--- src/design/rcr_pkg.sv ---
`default_nettype none
package rcr_pkg;
   // register offsets, byte addressed
   localparam logic [7:0] SWITCHER_TOP_CONFIG_OFS    = 8'h2F;
   localparam logic [7:0] LINREG0_VOLTAGE_CONFIG_OFS = 8'h38;
   localparam logic [7:0] LINREG0_CONTROL_CONFIG_OFS = 8'h39;
   localparam logic [7:0] LINREG1_VOLTAGE_CONFIG_OFS = 8'h3A;

   // field positions
   localparam int FLAG_POS    = 7;
   localparam int DRV_LSB     = 0;
   localparam int DRV_W       = 2;
   localparam int TV_LSB      = 0;
   localparam int TV_W        = 7;
   localparam int RSVD_POS    = 7;
   localparam int MODE_POS    = 4;
   localparam int ADE_POS     = 3;
   localparam int EN_LSB      = 0;
   localparam int EN_W        = 3;
   localparam int CTRL_W      = 5;

   // reset values; the factory programmed flag has none here, reset loads it from factory_input_limit_flag_i
   localparam logic [1:0] DRV_RST          = 2'h0;
   localparam logic [7:0] LINREG0_V_RST    = 8'h00;
   localparam logic [4:0] LINREG0_CTRL_RST = 5'h04;
   localparam logic [7:0] LINREG1_V_RST    = 8'h00;

   // enable field codes
   localparam logic [2:0] EN_SLOT_MAX  = 3'h3;
   localparam logic [2:0] EN_OFF_A     = 3'h4;
   localparam logic [2:0] EN_OFF_B     = 3'h5;
   localparam logic [2:0] EN_ON_A      = 3'h6;
   localparam logic [2:0] EN_ON_B      = 3'h7;

   // target voltage transfer, millivolts
   localparam int         MV_W    = 12;
   localparam logic [11:0] MV_BASE = 12'h320;
   localparam logic [11:0] MV_STEP = 12'h019;

   function automatic logic [11:0] code_to_mv(input logic [6:0] code);
      code_to_mv = 12'(MV_BASE + MV_STEP * {5'h00, code});
   endfunction
endpackage
`default_nettype wire

--- src/design/rcr_enable_decode.sv ---
`default_nettype none
// resolves a regulator's enable field against the power sequencer slots
module rcr_enable_decode (
   // configuration
   input  wire logic [2:0] enable_select_i,
   input  wire logic       discharge_enable_i,
   // sequencer
   input  wire logic [3:0] seq_slot_on_i,
   // result
   output logic            reg_on_o,
   output logic            discharge_on_o
);
   always_comb begin
      case (enable_select_i)
         rcr_pkg::EN_OFF_A, rcr_pkg::EN_OFF_B: reg_on_o = 1'b0;
         rcr_pkg::EN_ON_A, rcr_pkg::EN_ON_B:   reg_on_o = 1'b1;
         default:                              reg_on_o = seq_slot_on_i[enable_select_i[1:0]];
      endcase
      discharge_on_o = discharge_enable_i & ~reg_on_o;
   end
endmodule
`default_nettype wire

--- src/design/rcr_config_regs.sv ---
`default_nettype none
module rcr_config_regs (
   // clock and reset
   input  wire logic        sys_clk_i,
   input  wire logic        rst_i,
   // byte register port behind the serial interface
   input  wire logic        reg_wr_i,
   input  wire logic        reg_rd_i,
   input  wire logic [7:0]  reg_addr_i,
   input  wire logic [7:0]  reg_wdata_i,
   output logic [7:0]       reg_rdata_o,
   output logic             reg_ack_o,
   // factory settings and sequencer
   input  wire logic        factory_input_limit_flag_i,
   input  wire logic [3:0]  seq_slot_on_i,
   // configuration outputs
   output logic             input_limit_interpretation_flag_o,
   output logic [1:0]       switcher_drive_strength_o,
   output logic [6:0]       linreg0_target_voltage_o,
   output logic [11:0]      linreg0_target_mv_o,
   output logic             linreg0_load_switch_mode_o,
   output logic             linreg0_on_o,
   output logic             linreg0_discharge_on_o,
   output logic [6:0]       linreg1_target_voltage_o,
   output logic [11:0]      linreg1_target_mv_o
);
   typedef struct packed {
      logic        flag;
      logic [1:0]  drv;
      logic [7:0]  lr0_v;
      logic [4:0]  lr0_c;
      logic [7:0]  lr1_v;
      logic [7:0]  rdata;
      logic        ack;
      logic        lr0_on;
      logic        lr0_dis;
      logic [11:0] lr0_mv;
      logic [11:0] lr1_mv;
   } rcr_state_t;

   rcr_state_t q;
   rcr_state_t next_q;
   logic       dec_on;
   logic       dec_dis;

   rcr_enable_decode u_lr0_dec (
      .enable_select_i    (q.lr0_c[rcr_pkg::EN_LSB +: rcr_pkg::EN_W]),
      .discharge_enable_i (q.lr0_c[rcr_pkg::ADE_POS]),
      .seq_slot_on_i      (seq_slot_on_i),
      .reg_on_o           (dec_on),
      .discharge_on_o     (dec_dis)
   );

   always_comb begin
      next_q = q;
      next_q.ack = 1'b0;
      if (rst_i) begin
         next_q.flag   = factory_input_limit_flag_i;
         next_q.drv    = rcr_pkg::DRV_RST;
         next_q.lr0_v  = rcr_pkg::LINREG0_V_RST;
         next_q.lr0_c  = rcr_pkg::LINREG0_CTRL_RST;
         next_q.lr1_v  = rcr_pkg::LINREG1_V_RST;
         next_q.rdata  = 8'h00;
         next_q.lr0_on = 1'b0;
         next_q.lr0_dis = 1'b0;
         next_q.lr0_mv = rcr_pkg::MV_BASE;
         next_q.lr1_mv = rcr_pkg::MV_BASE;
      end else begin
         if (reg_wr_i) begin
            next_q.ack = 1'b1;
            case (reg_addr_i)
               rcr_pkg::SWITCHER_TOP_CONFIG_OFS:
                  next_q.drv = reg_wdata_i[rcr_pkg::DRV_LSB +: rcr_pkg::DRV_W];
               rcr_pkg::LINREG0_VOLTAGE_CONFIG_OFS:
                  next_q.lr0_v = reg_wdata_i;
               rcr_pkg::LINREG0_CONTROL_CONFIG_OFS:
                  next_q.lr0_c = reg_wdata_i[rcr_pkg::CTRL_W-1:0];
               rcr_pkg::LINREG1_VOLTAGE_CONFIG_OFS:
                  next_q.lr1_v = reg_wdata_i;
               default: ;
            endcase
         end else if (reg_rd_i) begin
            next_q.ack = 1'b1;
            case (reg_addr_i)
               rcr_pkg::SWITCHER_TOP_CONFIG_OFS:   next_q.rdata = {q.flag, 5'h00, q.drv};
               rcr_pkg::LINREG0_VOLTAGE_CONFIG_OFS: next_q.rdata = q.lr0_v;
               rcr_pkg::LINREG0_CONTROL_CONFIG_OFS: next_q.rdata = {3'h0, q.lr0_c};
               rcr_pkg::LINREG1_VOLTAGE_CONFIG_OFS: next_q.rdata = q.lr1_v;
               default:                            next_q.rdata = 8'h00;
            endcase
         end
         next_q.lr0_on  = dec_on;
         next_q.lr0_dis = dec_dis;
         next_q.lr0_mv  = rcr_pkg::code_to_mv(q.lr0_v[rcr_pkg::TV_LSB +: rcr_pkg::TV_W]);
         next_q.lr1_mv  = rcr_pkg::code_to_mv(q.lr1_v[rcr_pkg::TV_LSB +: rcr_pkg::TV_W]);
      end
   end

   always_ff @(posedge sys_clk_i) begin
      q <= next_q;
   end

   assign reg_rdata_o                       = q.rdata;
   assign reg_ack_o                         = q.ack;
   assign input_limit_interpretation_flag_o = q.flag;
   assign switcher_drive_strength_o         = q.drv;
   assign linreg0_target_voltage_o          = q.lr0_v[rcr_pkg::TV_LSB +: rcr_pkg::TV_W];
   assign linreg0_target_mv_o               = q.lr0_mv;
   assign linreg0_load_switch_mode_o        = q.lr0_c[rcr_pkg::MODE_POS];
   assign linreg0_on_o                      = q.lr0_on;
   assign linreg0_discharge_on_o            = q.lr0_dis;
   assign linreg1_target_voltage_o          = q.lr1_v[rcr_pkg::TV_LSB +: rcr_pkg::TV_W];
   assign linreg1_target_mv_o               = q.lr1_mv;

   // checks
   property p_flag_fixed;
      @(posedge sys_clk_i) disable iff (rst_i)
      !$past(rst_i) |-> $stable(input_limit_interpretation_flag_o);
   endproperty
   a_flag_fixed: assert property (p_flag_fixed) else $error("factory flag changed");

   property p_drive_write;
      @(posedge sys_clk_i) disable iff (rst_i)
      reg_wr_i && reg_addr_i == rcr_pkg::SWITCHER_TOP_CONFIG_OFS
      |=> switcher_drive_strength_o == $past(reg_wdata_i[1:0]) && reg_ack_o;
   endproperty
   a_drive_write: assert property (p_drive_write) else $error("drive strength not written");

   property p_mv_map;
      @(posedge sys_clk_i) disable iff (rst_i)
      !$past(rst_i) |-> linreg0_target_mv_o == 12'(12'h320 + 12'h019 * {5'h00, $past(linreg0_target_voltage_o)});
   endproperty
   a_mv_map: assert property (p_mv_map) else $error("linreg0 millivolt decode wrong");

   property p_mode_write;
      @(posedge sys_clk_i) disable iff (rst_i)
      reg_wr_i && reg_addr_i == rcr_pkg::LINREG0_CONTROL_CONFIG_OFS
      |=> linreg0_load_switch_mode_o == $past(reg_wdata_i[4]);
   endproperty
   a_mode_write: assert property (p_mode_write) else $error("operation select not written");

   property p_discharge;
      @(posedge sys_clk_i) disable iff (rst_i)
      !$past(rst_i) |-> linreg0_discharge_on_o == ($past(q.lr0_c[3]) && !linreg0_on_o);
   endproperty
   a_discharge: assert property (p_discharge) else $error("discharge path wrong");

   property p_slot;
      @(posedge sys_clk_i) disable iff (rst_i)
      !$past(rst_i) && $past(q.lr0_c[2]) == 1'b0
      |-> linreg0_on_o == $past(seq_slot_on_i[q.lr0_c[1:0]]);
   endproperty
   a_slot: assert property (p_slot) else $error("sequencer slot not followed");

   property p_forced;
      @(posedge sys_clk_i) disable iff (rst_i)
      !$past(rst_i) && $past(q.lr0_c[2]) |-> linreg0_on_o == $past(q.lr0_c[1]);
   endproperty
   a_forced: assert property (p_forced) else $error("forced enable not obeyed");

   property p_read_back;
      @(posedge sys_clk_i) disable iff (rst_i)
      reg_wr_i && reg_addr_i == rcr_pkg::LINREG1_VOLTAGE_CONFIG_OFS ##1
      !reg_wr_i && reg_rd_i && reg_addr_i == rcr_pkg::LINREG1_VOLTAGE_CONFIG_OFS
      |=> reg_ack_o && reg_rdata_o == $past(reg_wdata_i, 2);
   endproperty
   a_read_back: assert property (p_read_back) else $error("read back mismatch");

   property p_ack_timing;
      @(posedge sys_clk_i) disable iff (rst_i)
      (reg_wr_i || reg_rd_i) |=> reg_ack_o ##1 (reg_ack_o == $past(reg_wr_i || reg_rd_i));
   endproperty
   a_ack_timing: assert property (p_ack_timing) else $error("ack timing wrong");

   property p_unmapped_read;
      @(posedge sys_clk_i) disable iff (rst_i)
      reg_rd_i && !reg_wr_i && reg_addr_i != rcr_pkg::SWITCHER_TOP_CONFIG_OFS
      && reg_addr_i != rcr_pkg::LINREG0_VOLTAGE_CONFIG_OFS && reg_addr_i != rcr_pkg::LINREG0_CONTROL_CONFIG_OFS
      && reg_addr_i != rcr_pkg::LINREG1_VOLTAGE_CONFIG_OFS
      |=> reg_ack_o && reg_rdata_o == 8'h00;
   endproperty
   a_unmapped_read: assert property (p_unmapped_read) else $error("unmapped read not zero");

   property p_top_read;
      @(posedge sys_clk_i) disable iff (rst_i)
      reg_rd_i && !reg_wr_i && reg_addr_i == rcr_pkg::SWITCHER_TOP_CONFIG_OFS
      |=> reg_rdata_o == {input_limit_interpretation_flag_o, 5'h00, switcher_drive_strength_o};
   endproperty
   a_top_read: assert property (p_top_read) else $error("top config read wrong");

   property p_tv_write;
      @(posedge sys_clk_i) disable iff (rst_i)
      reg_wr_i && reg_addr_i == rcr_pkg::LINREG0_VOLTAGE_CONFIG_OFS
      |=> linreg0_target_voltage_o == $past(reg_wdata_i[6:0]);
   endproperty
   a_tv_write: assert property (p_tv_write) else $error("target code not written");

   // no disable here: checks what each reset edge leaves behind
   property p_reset_values;
      @(posedge sys_clk_i)
      rst_i |=> !linreg0_on_o && !linreg0_discharge_on_o && !reg_ack_o
      && switcher_drive_strength_o == rcr_pkg::DRV_RST && linreg0_target_mv_o == rcr_pkg::MV_BASE;
   endproperty
   a_reset_values: assert property (p_reset_values) else $error("reset values wrong");

   property p_flag_capture;
      @(posedge sys_clk_i)
      rst_i |=> input_limit_interpretation_flag_o == $past(factory_input_limit_flag_i);
   endproperty
   a_flag_capture: assert property (p_flag_capture) else $error("factory flag not captured");

   c_forced_on: cover property (@(posedge sys_clk_i) disable iff (rst_i) linreg0_on_o && q.lr0_c[2]);
   c_discharge: cover property (@(posedge sys_clk_i) disable iff (rst_i) linreg0_discharge_on_o);
   c_top_mv:    cover property (@(posedge sys_clk_i) disable iff (rst_i) linreg1_target_mv_o == 12'hF87);
   c_unmapped:  cover property (@(posedge sys_clk_i) disable iff (rst_i) reg_rd_i && reg_addr_i == 8'h00);
   c_lsw_on:    cover property (@(posedge sys_clk_i) disable iff (rst_i) linreg0_load_switch_mode_o && linreg0_on_o);
endmodule
`default_nettype wire

--- config.mk ---
export PLATFORM = sky130hd
export DESIGN_NAME = rcr_config_regs
export DESIGN_NICKNAME = d
export VERILOG_FILES = /design/src/design/rcr_pkg.sv /design/src/design/rcr_enable_decode.sv /design/src/design/rcr_config_regs.sv
export SDC_FILE = /design/constraint.sdc
export NUM_CORES = 1
export LEC_CHECK = 0
export ABC_AREA = 1
export BUFFER_PORTS_ARGS = -buffer_cell sky130_fd_sc_hd__buf_4
export CAP_MARGIN = 20
export CORE_UTILIZATION = 40
export CTS_CLUSTER_SIZE = 40
export DETAILED_ROUTE_END_ITERATION = 8
export SYNTH_ARGS = -nofsm -noshare
export SYNTH_HDL_FRONTEND = slang
export SYNTH_HIERARCHICAL = 1
export SYNTH_SLANG_ARGS = --single-unit
--- constraint.sdc ---
create_clock -name sys_clk_i -period 8.38 [get_ports sys_clk_i]
set_input_delay 1.676 -clock sys_clk_i [delete_from_list [all_inputs] [get_ports sys_clk_i]]
set_output_delay 1.676 -clock sys_clk_i [all_outputs]
set_load 0.03 [all_outputs]
==> results.md, run 1 <==
- Vias per cell: 4.74
- Share of the yosys chip area belonging to registers: approximately 32%
- Leak: roughly 0.0020 µW
- Critical path, cell by cell: inv_1 -> ha_1 -> inv_1 -> fa_1 -> ha_1 -> ha_1 -> inv_1 -> fa_1 -> inv_1 -> nand3_1 -> nand2_1 -> xor2_1 -> or2_2
- Mapped Nets: about 530
- Final setup viols: 0
- Commonest non-fill, non-tap cell in the layout: buf_4
- Metal2 WL: 3530 µm
- Final instance area: 0.00417 mm²
- Worst-Skew Late Latency: about 330 ps
- F_max: around 340 MHz
- Total track usage: around 17%
- Syn_area_per_cell: between 8 and 9 µm²
- Clock Tree Root: clkbuf_8
- Slowest-stage cell, CP: dfxtp_1
- Hold/Removal Path Class: flop to flop
- Warnings from Yosys: 6
- Max IR drop VDD: 0.0000663 V
- Remaining DRCs: 10
- #FFs+latches synth: just under 60
- Place WS: about 5300 ps
- Fin crit share: between 30% and 40%
- Commonest non-fill, non-tap cells in the layout: 77 x buf_4, 60 x nand2_1, 58 x dfxtp_1
- Async set-reset flop share out of synthesis: 0%
- Final non-filler cell total: approximately 590
- Leading post-synthesis cells by cell area: dfxtp_1 32%, ha_1 17%, buf_4 9.8%
- Top-area cell type share of the netlist area: between 30% and 40%
- ANT cells: 0
- Drt pass-1 iters: 6
- Vias in the first global route: about 2700
- Critical path peak fanout: 5
- Layout filler cell count: 882
- CP Launch Type: flop
- Area after DPL: 0.00397 mm²
- M1 WL: roughly 3700 µm
- Min setup slack post-route: about 5500 ps
- Fraction of layout cells with a size suffix above 1: roughly a quarter
- Time the worst path needs with I/O delays and setup: about 2900 ps
- Post-Route Skew: about 5.5 ps
- Clk slew on worst S/H paths: approximately 70 ps
- DP Cell Count: 575
- Relative slew margins: around half
- Unrepaired setup endpoints after global routing: false
- Global-route wire length before repair: between 10000 and 15000 µm
- Number of core rows: 34
- Die area: roughly 0.0096 mm²
- Top cell by count, worst path: inv_1
- Arrival @ worst endpoint: 3140 ps
- Post-CTS resize count: 0
- Measured slew at the worst slew-check pin: 729 ps
- Post-synthesis cell area: 0.00367 mm²
- Final Power: between 500 and 600 µW
- Kind of critical path: flop to flop
- Die H: between 90 and 100 µm
- Post-CTS setup buffer count: 0
- Dpl hpwl: 5820 µm
- Clk buf depth: 2
- PD cells: approximately 140 mW/mm²
- Floorplan die width: about 98 µm
- Status: finished with violations
- Metal3 WL: about 340 µm
- Violated checks: design-rule violations
- CP required: 8610 ps
- CTS tree: built
- Largest net degree at the start of global routing: 37
- Max incr delay on CP: about 460 ps
- Placeable Area: 0.00881 mm²
- Max_cap viols: 0
- TNS Setup: 0 ps
- Gpl congestion: around 0.8
- Area Overhead vs Synth: 13.6%
- I/O pin total: between 70 and 80
- Area occupied by multi-input gates: between 0.0015 and 0.002 mm²
- Number of flops mapped to enable cells by yosys: 1
- Layout net count: ~560
- Port bufs: between 70 and 80
- Synth area leader: dfxtp_1
- Mean routed wirelength per cell: ~13 µm
- Fin. max-slew vios: 0
- Synth Instances: around 450
- Final WL: roughly 7600 µm
- FF/Latch Area: about 0.0012 mm²
- CP Capture Type: flop
- Uppermost routed layer: met4
- Initial Utilization: 41.7%
- DR vias: 2801
- Synth cell types: 31
- H-tree depth: 3
- Number of DRC markers in iteration 0: 113
- Initial antenna violation count: 0
- GRT Residual Overflow: 0
- Main flop type after synthesis: dfxtp_1
- Hold buffers post-CTS: 0
- CTS Buf Count: 9
- Final hold viol count: 0
- Final ANT Viol Nets: 0
- Clock tree sinks: around 60
synth_stat cells, types with 2 or more instances:
cell type	n
nand2_1	60
dfxtp_1	58
inv_1	55
ha_1	50
buf_4	48
nor2_1	36
a21oi_1	33
nand3_1	28
o21ai_0	21
fa_1	8
clkbuf_1	6
nor2_4	5
or2_2	5
a31oi_1	4
inv_2	3
o21ai_1	3
xor2_1	3
a21oi_2	2
buf_2	2
buf_6	2
nand2_2	2
nand2_4	2
o21ai_2	2
o21bai_1	2
xnor2_1	2
registers in the layout, summed over array words and instances (netlist names):
register	flops
input_limit_interpretation_flag_o	1
linreg0_target_voltage_o	7
linreg1_target_voltage_o	7
linreg0_target_mv_o	12
linreg0_on_o	1
linreg1_target_mv_o	12
switcher_drive_strength_o	2
linreg0_load_switch_mode_o	1
reg_rdata_o	8
reg_ack_o	1
q	6
linreg0_discharge_on_o	1
cell families after synthesis:
| family | share of synthesized area, % |
|---|---|
| XOR/XNOR | 1.19 |
| AND/OR/NAND/NOR | 17.9 |
| buffers and inverters | 17.2 |
| adder cells (fa/ha/maj) | 21.4 |
| AO/OA/AOI/OAI | 9.82 |
| flip-flops | 32.4 |
critical path: cells and delay by family (launching register included):
| family | cells | cell delay (ps) |
|---|---|---|
| xor+xnor | 1 | 60 |
| fa+ha+maj | 5 | 1510 |
| buf+inv | 4 | 320 |
| flops | 1 | 460 |
| simple gates | 3 | 450 |
stage by stage:
stage	util [%]	hold WS (ps)
floorplan	-	439
global placement	45.1	456
detailed placement	45.1	456
CTS	47.4	466
global route	47.4	496
finish	47.4	464
power breakdown:
group | leakage (µW) | total [µW] | switching [µW] | internal (µW)
sequential | 0.000477 | 283 | 0.926 | 282
clock | 0.0000987 | 267 | 122 | 145
combinational | 0.00147 | 33.0 | 20.3 | 12.7
total | 0.00204 | 583 | 143 | 440
cell type report:
type	count	share of cell area, %
Inverter	58	5.22
Tap cell	108	3.24
Timing Repair Buffer	77	13.9
Sequential cell	59	28.6
Clock inverter	6	1.53
Multi-Input combinational cell	273	44.3
Clock buffer	10	3.30
metal layers:
layer	GRT usage [%]	up-vias
li1	-	1451
met1	21.6	1284
met2	27.4	61
met3	3.72	5
met4	6.53	0
met5	0	-
final timing paths:
| kind | from | end | slack [ps] | cells past startpoint |
|---|---|---|---|---|
| hold / removal | q[42] | q[42] | 460 | 2 |
| hold reg to reg | q[42] | q[42] | 460 | 2 |
| setup / recovery | linreg0_target_voltage_o[1] | linreg0_target_mv_o[9] | 5470 | 13 |
| setup reg to reg | linreg0_target_voltage_o[1] | linreg0_target_mv_o[9] | 5470 | 13 |
Note: power is estimated with default switching activity, not from simulation.
==> run 2: changes to the inputs <==
ABC_AREA = 0   (was 1)
clock period = 2.8 ns   (was 8.38 ns; I/O delays follow)
==> run 2 against run 1 <==
Effect of this change:
- highest routed layer unchanged
- clock skew is 3.6 ps higher
- via count is 1.6% higher
- cell count is 2.5% lower
- power grew to 2.8 times the previous value
- critical endpoint is now linreg1_target_mv_o[11]
- final area is 9.6% higher
- die area is 2.4% higher
- combinational power grew to 3.1 times the previous value
- the flow finishes with violations (negative setup slack)
- first-iteration DRC count is 3.5% lower
- sequential power grew to 3.0 times the previous value
- critical path depth is 1 lower
==> results.md, run 2 <==
- Post-synthesis cell area: 0.00376 mm² (+2.5%)
- #FFs+latches synth: 59 (unchanged)
- GRT Residual Overflow: 0 (unchanged)
- Async set-reset flop share out of synthesis: 0% (unchanged)
- Leak: 0.00215 µW (+5.2%)
- Top cell by count, worst path: inv_2
- Max IR drop VDD: 0.000204 V (+210%)
- Drt pass-1 iters: 4 (-2)
- Place WS: -76.3 ps (-5390 ps)
- Floorplan die width: 99.0 µm (+1.2%)
- Layout net count: 543 (-3.2%)
- Final WL: 8090 µm (+6.7%)
- Number of flops mapped to enable cells by yosys: 1 (unchanged)
- Final ANT Viol Nets: 0 (unchanged)
- H-tree depth: 3 (unchanged)
- Die H: 99.0 µm (+1.2%)
- Fraction of layout cells with a size suffix above 1: 34.8% (+11 points)
- Worst R2R End: linreg1_target_mv_o[11]
- Measured slew at the worst slew-check pin: 680 ps (-48.7 ps)
- Commonest non-fill, non-tap cell in the layout: buf_4
- Gpl congestion: 0.778 (-5.7%)
- Final setup viols: 2 (+2)
- Leading post-synthesis cells by cell area: dfxtp_1 31%, ha_1 17%, buf_4 9.8%
- Post-Route Skew: 9.13 ps (+3.61 ps)
- Synth Instances: 402 (-10%)
- Initial antenna violation count: 0 (unchanged)
- DR vias: 2845 (+1.6%)
- Fin. max-slew vios: 0 (unchanged)
- Number of DRC markers in iteration 0: 109 (-3.5%)
- Warnings from Yosys: 6 (unchanged)
- I/O pin total: 78 (unchanged)
- Area Overhead vs Synth: 21.5%
- Final hold viol count: 0 (unchanged)
- Uppermost routed layer: met4
- Mapped Nets: 485 (-8.7%)
- TNS Setup: -16.8 ps (-16.8 ps)
- ANT cells: 0 (unchanged)
- Max_cap viols: 0 (unchanged)
- CP Capture Type: flop
- Fin crit share: 100% (+66 points)
- Max incr delay on CP: 430 ps (-30 ps)
- Status: finished with violations
- Critical path, cell by cell: inv_2 -> ha_4 -> inv_2 -> fa_1 -> ha_1 -> ha_2 -> inv_2 -> fa_2 -> nor2b_4 -> o31ai_2 -> a21oi_1 -> mux2_2
- WHS Path Cells: 1 (-1)
- Worst hold start: factory_input_limit_flag_i
- Commonest cells in the netlist: 58 x dfxtp_1, 50 x ha_1, 49 x buf_4
- Slowest-stage cell, CP: fa_1
- Kind of critical path: flop to flop
- CP startpoint: linreg1_target_voltage_o[1]
- Share of the yosys chip area belonging to registers: 31.7% (-0.78 points)
- F_max: 356 MHz (+3.6%)
- Top-area cell type share of the netlist area: 30.9% (-0.76 points)
- Global-route wire length before repair: 12900 µm (+2.0%)
- Min setup slack post-route: -10.2 ps (-5480 ps)
- Largest net degree at the start of global routing: 68 (+84%)
- Clk slew on worst S/H paths: 80 ps (about the same)
- Worst-Skew Late Latency: 340 ps (about the same)
- Metal3 WL: 353 µm (+3.8%)
- Count leader, synth: dfxtp_1
- Synth area leader: dfxtp_1
- Number of core rows: 35 (+2.9%)
- Clk buf depth: 2 (unchanged)
- FF-to-FF Start: linreg1_target_voltage_o[1]
- Vias in the first global route: 2700 (+0.86%)
- CP required: 3030 ps (-5580 ps)
- Remaining DRCs: 0 (-10)
- Commonest non-fill, non-tap cells in the layout: 107 x buf_4, 51 x dfxtp_1, 45 x ha_1
- Mean routed wirelength per cell: 14.0 µm (+9.4%)
- Critical path peak fanout: 3 (-2)
- CP Launch Type: flop
- Clock tree sinks: 59 (unchanged)
- Synth cell types: 52 (+68%)
- R2r setup slk: -10 ps (-5480 ps)
- Vias per cell: 4.94 (+4.2%)
- Arrival @ worst endpoint: 3040 ps (-100 ps)
- Unrepaired setup endpoints after global routing: true
- Hold buffers post-CTS: 0 (unchanged)
- Syn_area_per_cell: 9.36 µm² (+14%)
- Relative slew margins: 54.6% (+3.3 points)
- Time the worst path needs with I/O delays and setup: 2810 ps (-102 ps)
- M1 WL: 3990 µm (+9.3%)
- Die area: 0.00979 mm² (+2.4%)
- CTS Buf Count: 9 (unchanged)
- Clock Tree Root: clkbuf_8
- Initial Utilization: 41.1% (-0.59 points)
- Hold Path Sink: input_limit_interpretation_flag_o
- Port bufs: 77 (unchanged)
- Main flop type after synthesis: dfxtp_1
- Hold/Removal Path Class: input pin to flop
- Placeable Area: 0.00915 mm² (+3.9%)
- Violated checks: negative setup slack
- PD cells: 359 mW/mm² (+160%)
- CTS tree: built
- Total track usage: 16.7% (-0.082 points)
- Metal2 WL: 3640 µm (+3.0%)
- Dpl hpwl: 5900 µm (+1.3%)
- R2R depth: 12 (-1)
run 2: per-stage QoR:
stage                     total power, µW  hold slack, ps  std cells  cell area (µm²)  util (%)
after floorplan                       919             428        402             3780         -
after global placement                964             446        552             4250      46.4
after detailed placement              965             452        552             4250      46.4
after CTS                            1660             381        573             4490      49.1
after global routing                 1710             380        576             4570      49.9
final                                1640             392        576             4570      49.9
run 2: what timing repair did:
| item | 4_1_cts | 5_1_grt |
|---|---|---|
| setup endpoints to repair | 2 | 5 |
| cloned | 0 | 0 |
| gates resized for setup | 10 | 13 |
| pin swaps | 11 | 8 |
| endpoints found under the hold margin | 0 | 0 |
| setup buffers | 5 | 3 |
run 2: power breakdown:
| part | leakage (µW) | internal [µW] | switching [µW] |
|---|---|---|---|
| registers | 0.000481 | 843 | 1.46 |
| clock network | 0.0000851 | 341 | 356 |
| logic | 0.00158 | 40.9 | 59.7 |
run 2: layout make-up:
| cell class | count | area, µm² |
|---|---|---|
| fill | 892 | 4580 |
| multi-input combinational | 255 | 2150 |
| sequential | 59 | 1200 |
| timing repair buffer | 107 | 803 |
| clock buffer | 11 | 141 |
| tap | 111 | 139 |
| inverter | 28 | 108 |
| clock inverter | 5 | 30.0 |
run 2: worst max-delay path by stage:
stage	to	slack, ps
after global placement	linreg0_target_mv_o[11]	-10
after detailed placement	linreg1_target_mv_o[11]	-80
after global routing	linreg1_target_mv_o[11]	-100
after CTS	linreg1_target_mv_o[11]	-40
final	linreg1_target_mv_o[11]	-10
after floorplan	linreg0_target_mv_o[11]	30
run 2: kinds of logic (layout without fill, tap and decap cells):
group	Yosys count	count (layout)	synth area share [%]
compound gates	52	52	9.02
fa+ha+maj	58	58	20.9
simple gates	122	122	18.4
buf+inv	88	151	13.8
flops	59	59	31.7
mux	21	21	5.79
xor+xnor	2	2	0.466
run 2: layer usage:
layer	global-route usage [%]	up-vias
met2	26.3	63
met4	6.54	0
li1	-	1440
met1	22.4	1334
met5	0	-
met3	3.48	8
run 2: critical path: cells and delay by family (launching register included):
| kind | cells | cell delay, ps |
|---|---|---|
| DFF | 1 | 350 |
| buffers and inverters | 3 | 120 |
| muxes | 1 | 340 |
| adders and majority gates | 5 | 1510 |
| AOI/OAI and AO/OA | 2 | 240 |
| and+or+nand+nor | 1 | 140 |
==> run 3: changes to the inputs <==
SKIP_CTS_REPAIR_TIMING = 1   (was default)
==> run 3 against run 2 <==
Effect of this change:
- the flow still finishes with violations (negative setup slack)
- clock power is essentially flat
- via count is 0.70% higher
- hold slack is essentially flat
- utilization is essentially flat
- first-iteration DRC count down 10%
- flip-flop and latch count unchanged
- die area is the same
- wire length rose by 0.53%
==> results.md, run 3 (synthesized netlist as in run 2, its figures left out) <==
- Worst hold start: factory_input_limit_flag_i
- Dpl hpwl: 5900 µm (unchanged)
- Initial Utilization: 41.1% (unchanged)
- Clk slew on worst S/H paths: 80 ps (about the same)
- Die H: 99.0 µm (unchanged)
- Hold/Removal Path Class: input pin to flop
- Post-Route Skew: 8.28 ps (-0.847 ps)
- CP startpoint: linreg0_target_voltage_o[2]
- Metal3 WL: 364 µm (+3.1%)
- Final setup viols: 2 (unchanged)
- Time the worst path needs with I/O delays and setup: 2880 ps (+71.4 ps)
- Initial antenna violation count: 0 (unchanged)
- Arrival @ worst endpoint: 3100 ps (+60 ps)
- GRT Residual Overflow: 0 (unchanged)
- Final instance area: 0.00457 mm² (about the same)
- Critical path peak fanout: 4 (+1)
- Vias per cell: 4.98 (+0.88%)
- DR vias: 2865 (+0.70%)
- H-tree depth: 3 (unchanged)
- Final core utilization: 49.9% (about the same)
- Unrepaired setup endpoints after global routing: true
- Area after DPL: 0.00425 mm² (unchanged)
- Mean routed wirelength per cell: 14.1 µm (+0.71%)
- Port bufs: 77 (unchanged)
- M1 WL: 3940 µm (-1.3%)
- Fraction of layout cells with a size suffix above 1: 34.7% (-0.14 points)
- Global-route wire length before repair: 12500 µm (-2.4%)
- Area Overhead vs Synth: 21.5% (about the same)
- Relative slew margins: 54.6% (about the same)
- Layout net count: 542 (-0.18%)
- R2R depth: 12 (unchanged)
- Final ANT Viol Nets: 0 (unchanged)
- I/O pin total: 78 (unchanged)
- Violated checks: negative setup slack
- ANT cells: 0 (unchanged)
- CP required: 3020 ps (about the same)
- CP Launch Type: flop
- Gpl congestion: 0.778 (unchanged)
- Commonest non-fill, non-tap cells in the layout: 106 x buf_4, 52 x dfxtp_1, 45 x ha_1
- Total track usage: 16.3% (-0.41 points)
- Clock tree sinks: 59 (unchanged)
- Die area: 0.00979 mm² (unchanged)
- Metal2 WL: 3690 µm (+1.6%)
- Max_cap viols: 0 (unchanged)
- CP Capture Type: flop
- Final non-filler cell total: 575 (-0.17%)
- CTS tree: built
- Number of DRC markers in iteration 0: 98 (-10%)
- WHS Path Cells: 1 (unchanged)
- Status: finished with violations
- Drt pass-1 iters: 5 (+1)
- Number of core rows: 35 (unchanged)
- Commonest non-fill, non-tap cell in the layout: buf_4
- Uppermost routed layer: met4
- Clock Tree Root: clkbuf_8
- Kind of critical path: flop to flop
- Floorplan die width: 99.0 µm (unchanged)
- Measured slew at the worst slew-check pin: 681 ps (+0.394 ps)
- Largest net degree at the start of global routing: 68 (unchanged)
- Vias in the first global route: 2628 (-2.7%)
- Fin. max-slew vios: 0 (unchanged)
- Fin crit share: 103% (+2.5 points)
- Clk buf depth: 2 (unchanged)
- Final WL: 8130 µm (+0.53%)
- FF-to-FF Start: linreg0_target_voltage_o[2]
- PD cells: 359 mW/mm² (about the same)
- Remaining DRCs: 0 (unchanged)
- Placeable Area: 0.00915 mm² (unchanged)
- Worst-Skew Late Latency: 340 ps (about the same)
- Leak: 0.00215 µW (about the same)
- Final hold viol count: 0 (unchanged)
- CTS Buf Count: 9 (unchanged)
- DP Cell Count: 552 (unchanged)
- F_max: 347 MHz (-2.5%)
- Hold_ws: 392 ps (+0.0630 ps)
- Min setup slack post-route: -81.6 ps (-71.4 ps)
- Max IR drop VDD: 0.000202 V (-0.68%)
[run 3: area by class of cell]
class	count	area (µm²)
Timing Repair Buffer	106	796
Tap cell	111	139
Clock inverter	5	30.0
Fill cell	891	4580
Multi-Input combinational cell	255	2160
Sequential cell	59	1200
Inverter	28	108
Clock buffer	11	141
[run 3: per-stage QoR]
stage / setup slack [ps] / total power (µW) / TNS (ps)
after floorplan: 30.1 / 919 / 0
after global placement: -11.5 / 964 / -11.8
after detailed placement: -76.3 / 965 / -125
after CTS: -89.8 / 1660 / -171
after global routing: -157 / 1710 / -398
final: -81.6 / 1640 / -111
[run 3: critical path, cell delays in order, from the launching register on]
cell	delay [ps]
dfxtp_4	380
inv_4	40
ha_4	250
inv_2	30
fa_1	470
ha_1	300
ha_2	190
inv_2	40
fa_2	400
nor2b_4	150
o31ai_4	70
a21oi_2	140
mux2_4	300
[run 3: worst paths after layout]
check                                            to  slack [ps]
hold reg to reg                      reg_rdata_o[0]         460
setup reg to reg            linreg0_target_mv_o[11]         -80
hold / removal    input_limit_interpretation_flag_o         390
setup / recovery            linreg0_target_mv_o[11]         -80
[run 3: power by group]
part	total, µW	switching [µW]	internal, µW	leakage, µW
Sequential	845	1.48	843	0.000481
Combinational	101	59.8	41.0	0.00158
Clock	696	356	341	0.0000851
[run 3: layer usage]
layer | global-route usage [%] | vias up
met5 | 0 | -
met4 | 6.54 | 0
met3 | 3.55 | 11
met2 | 25.2 | 73
met1 | 22.1 | 1341
li1 | - | 1440
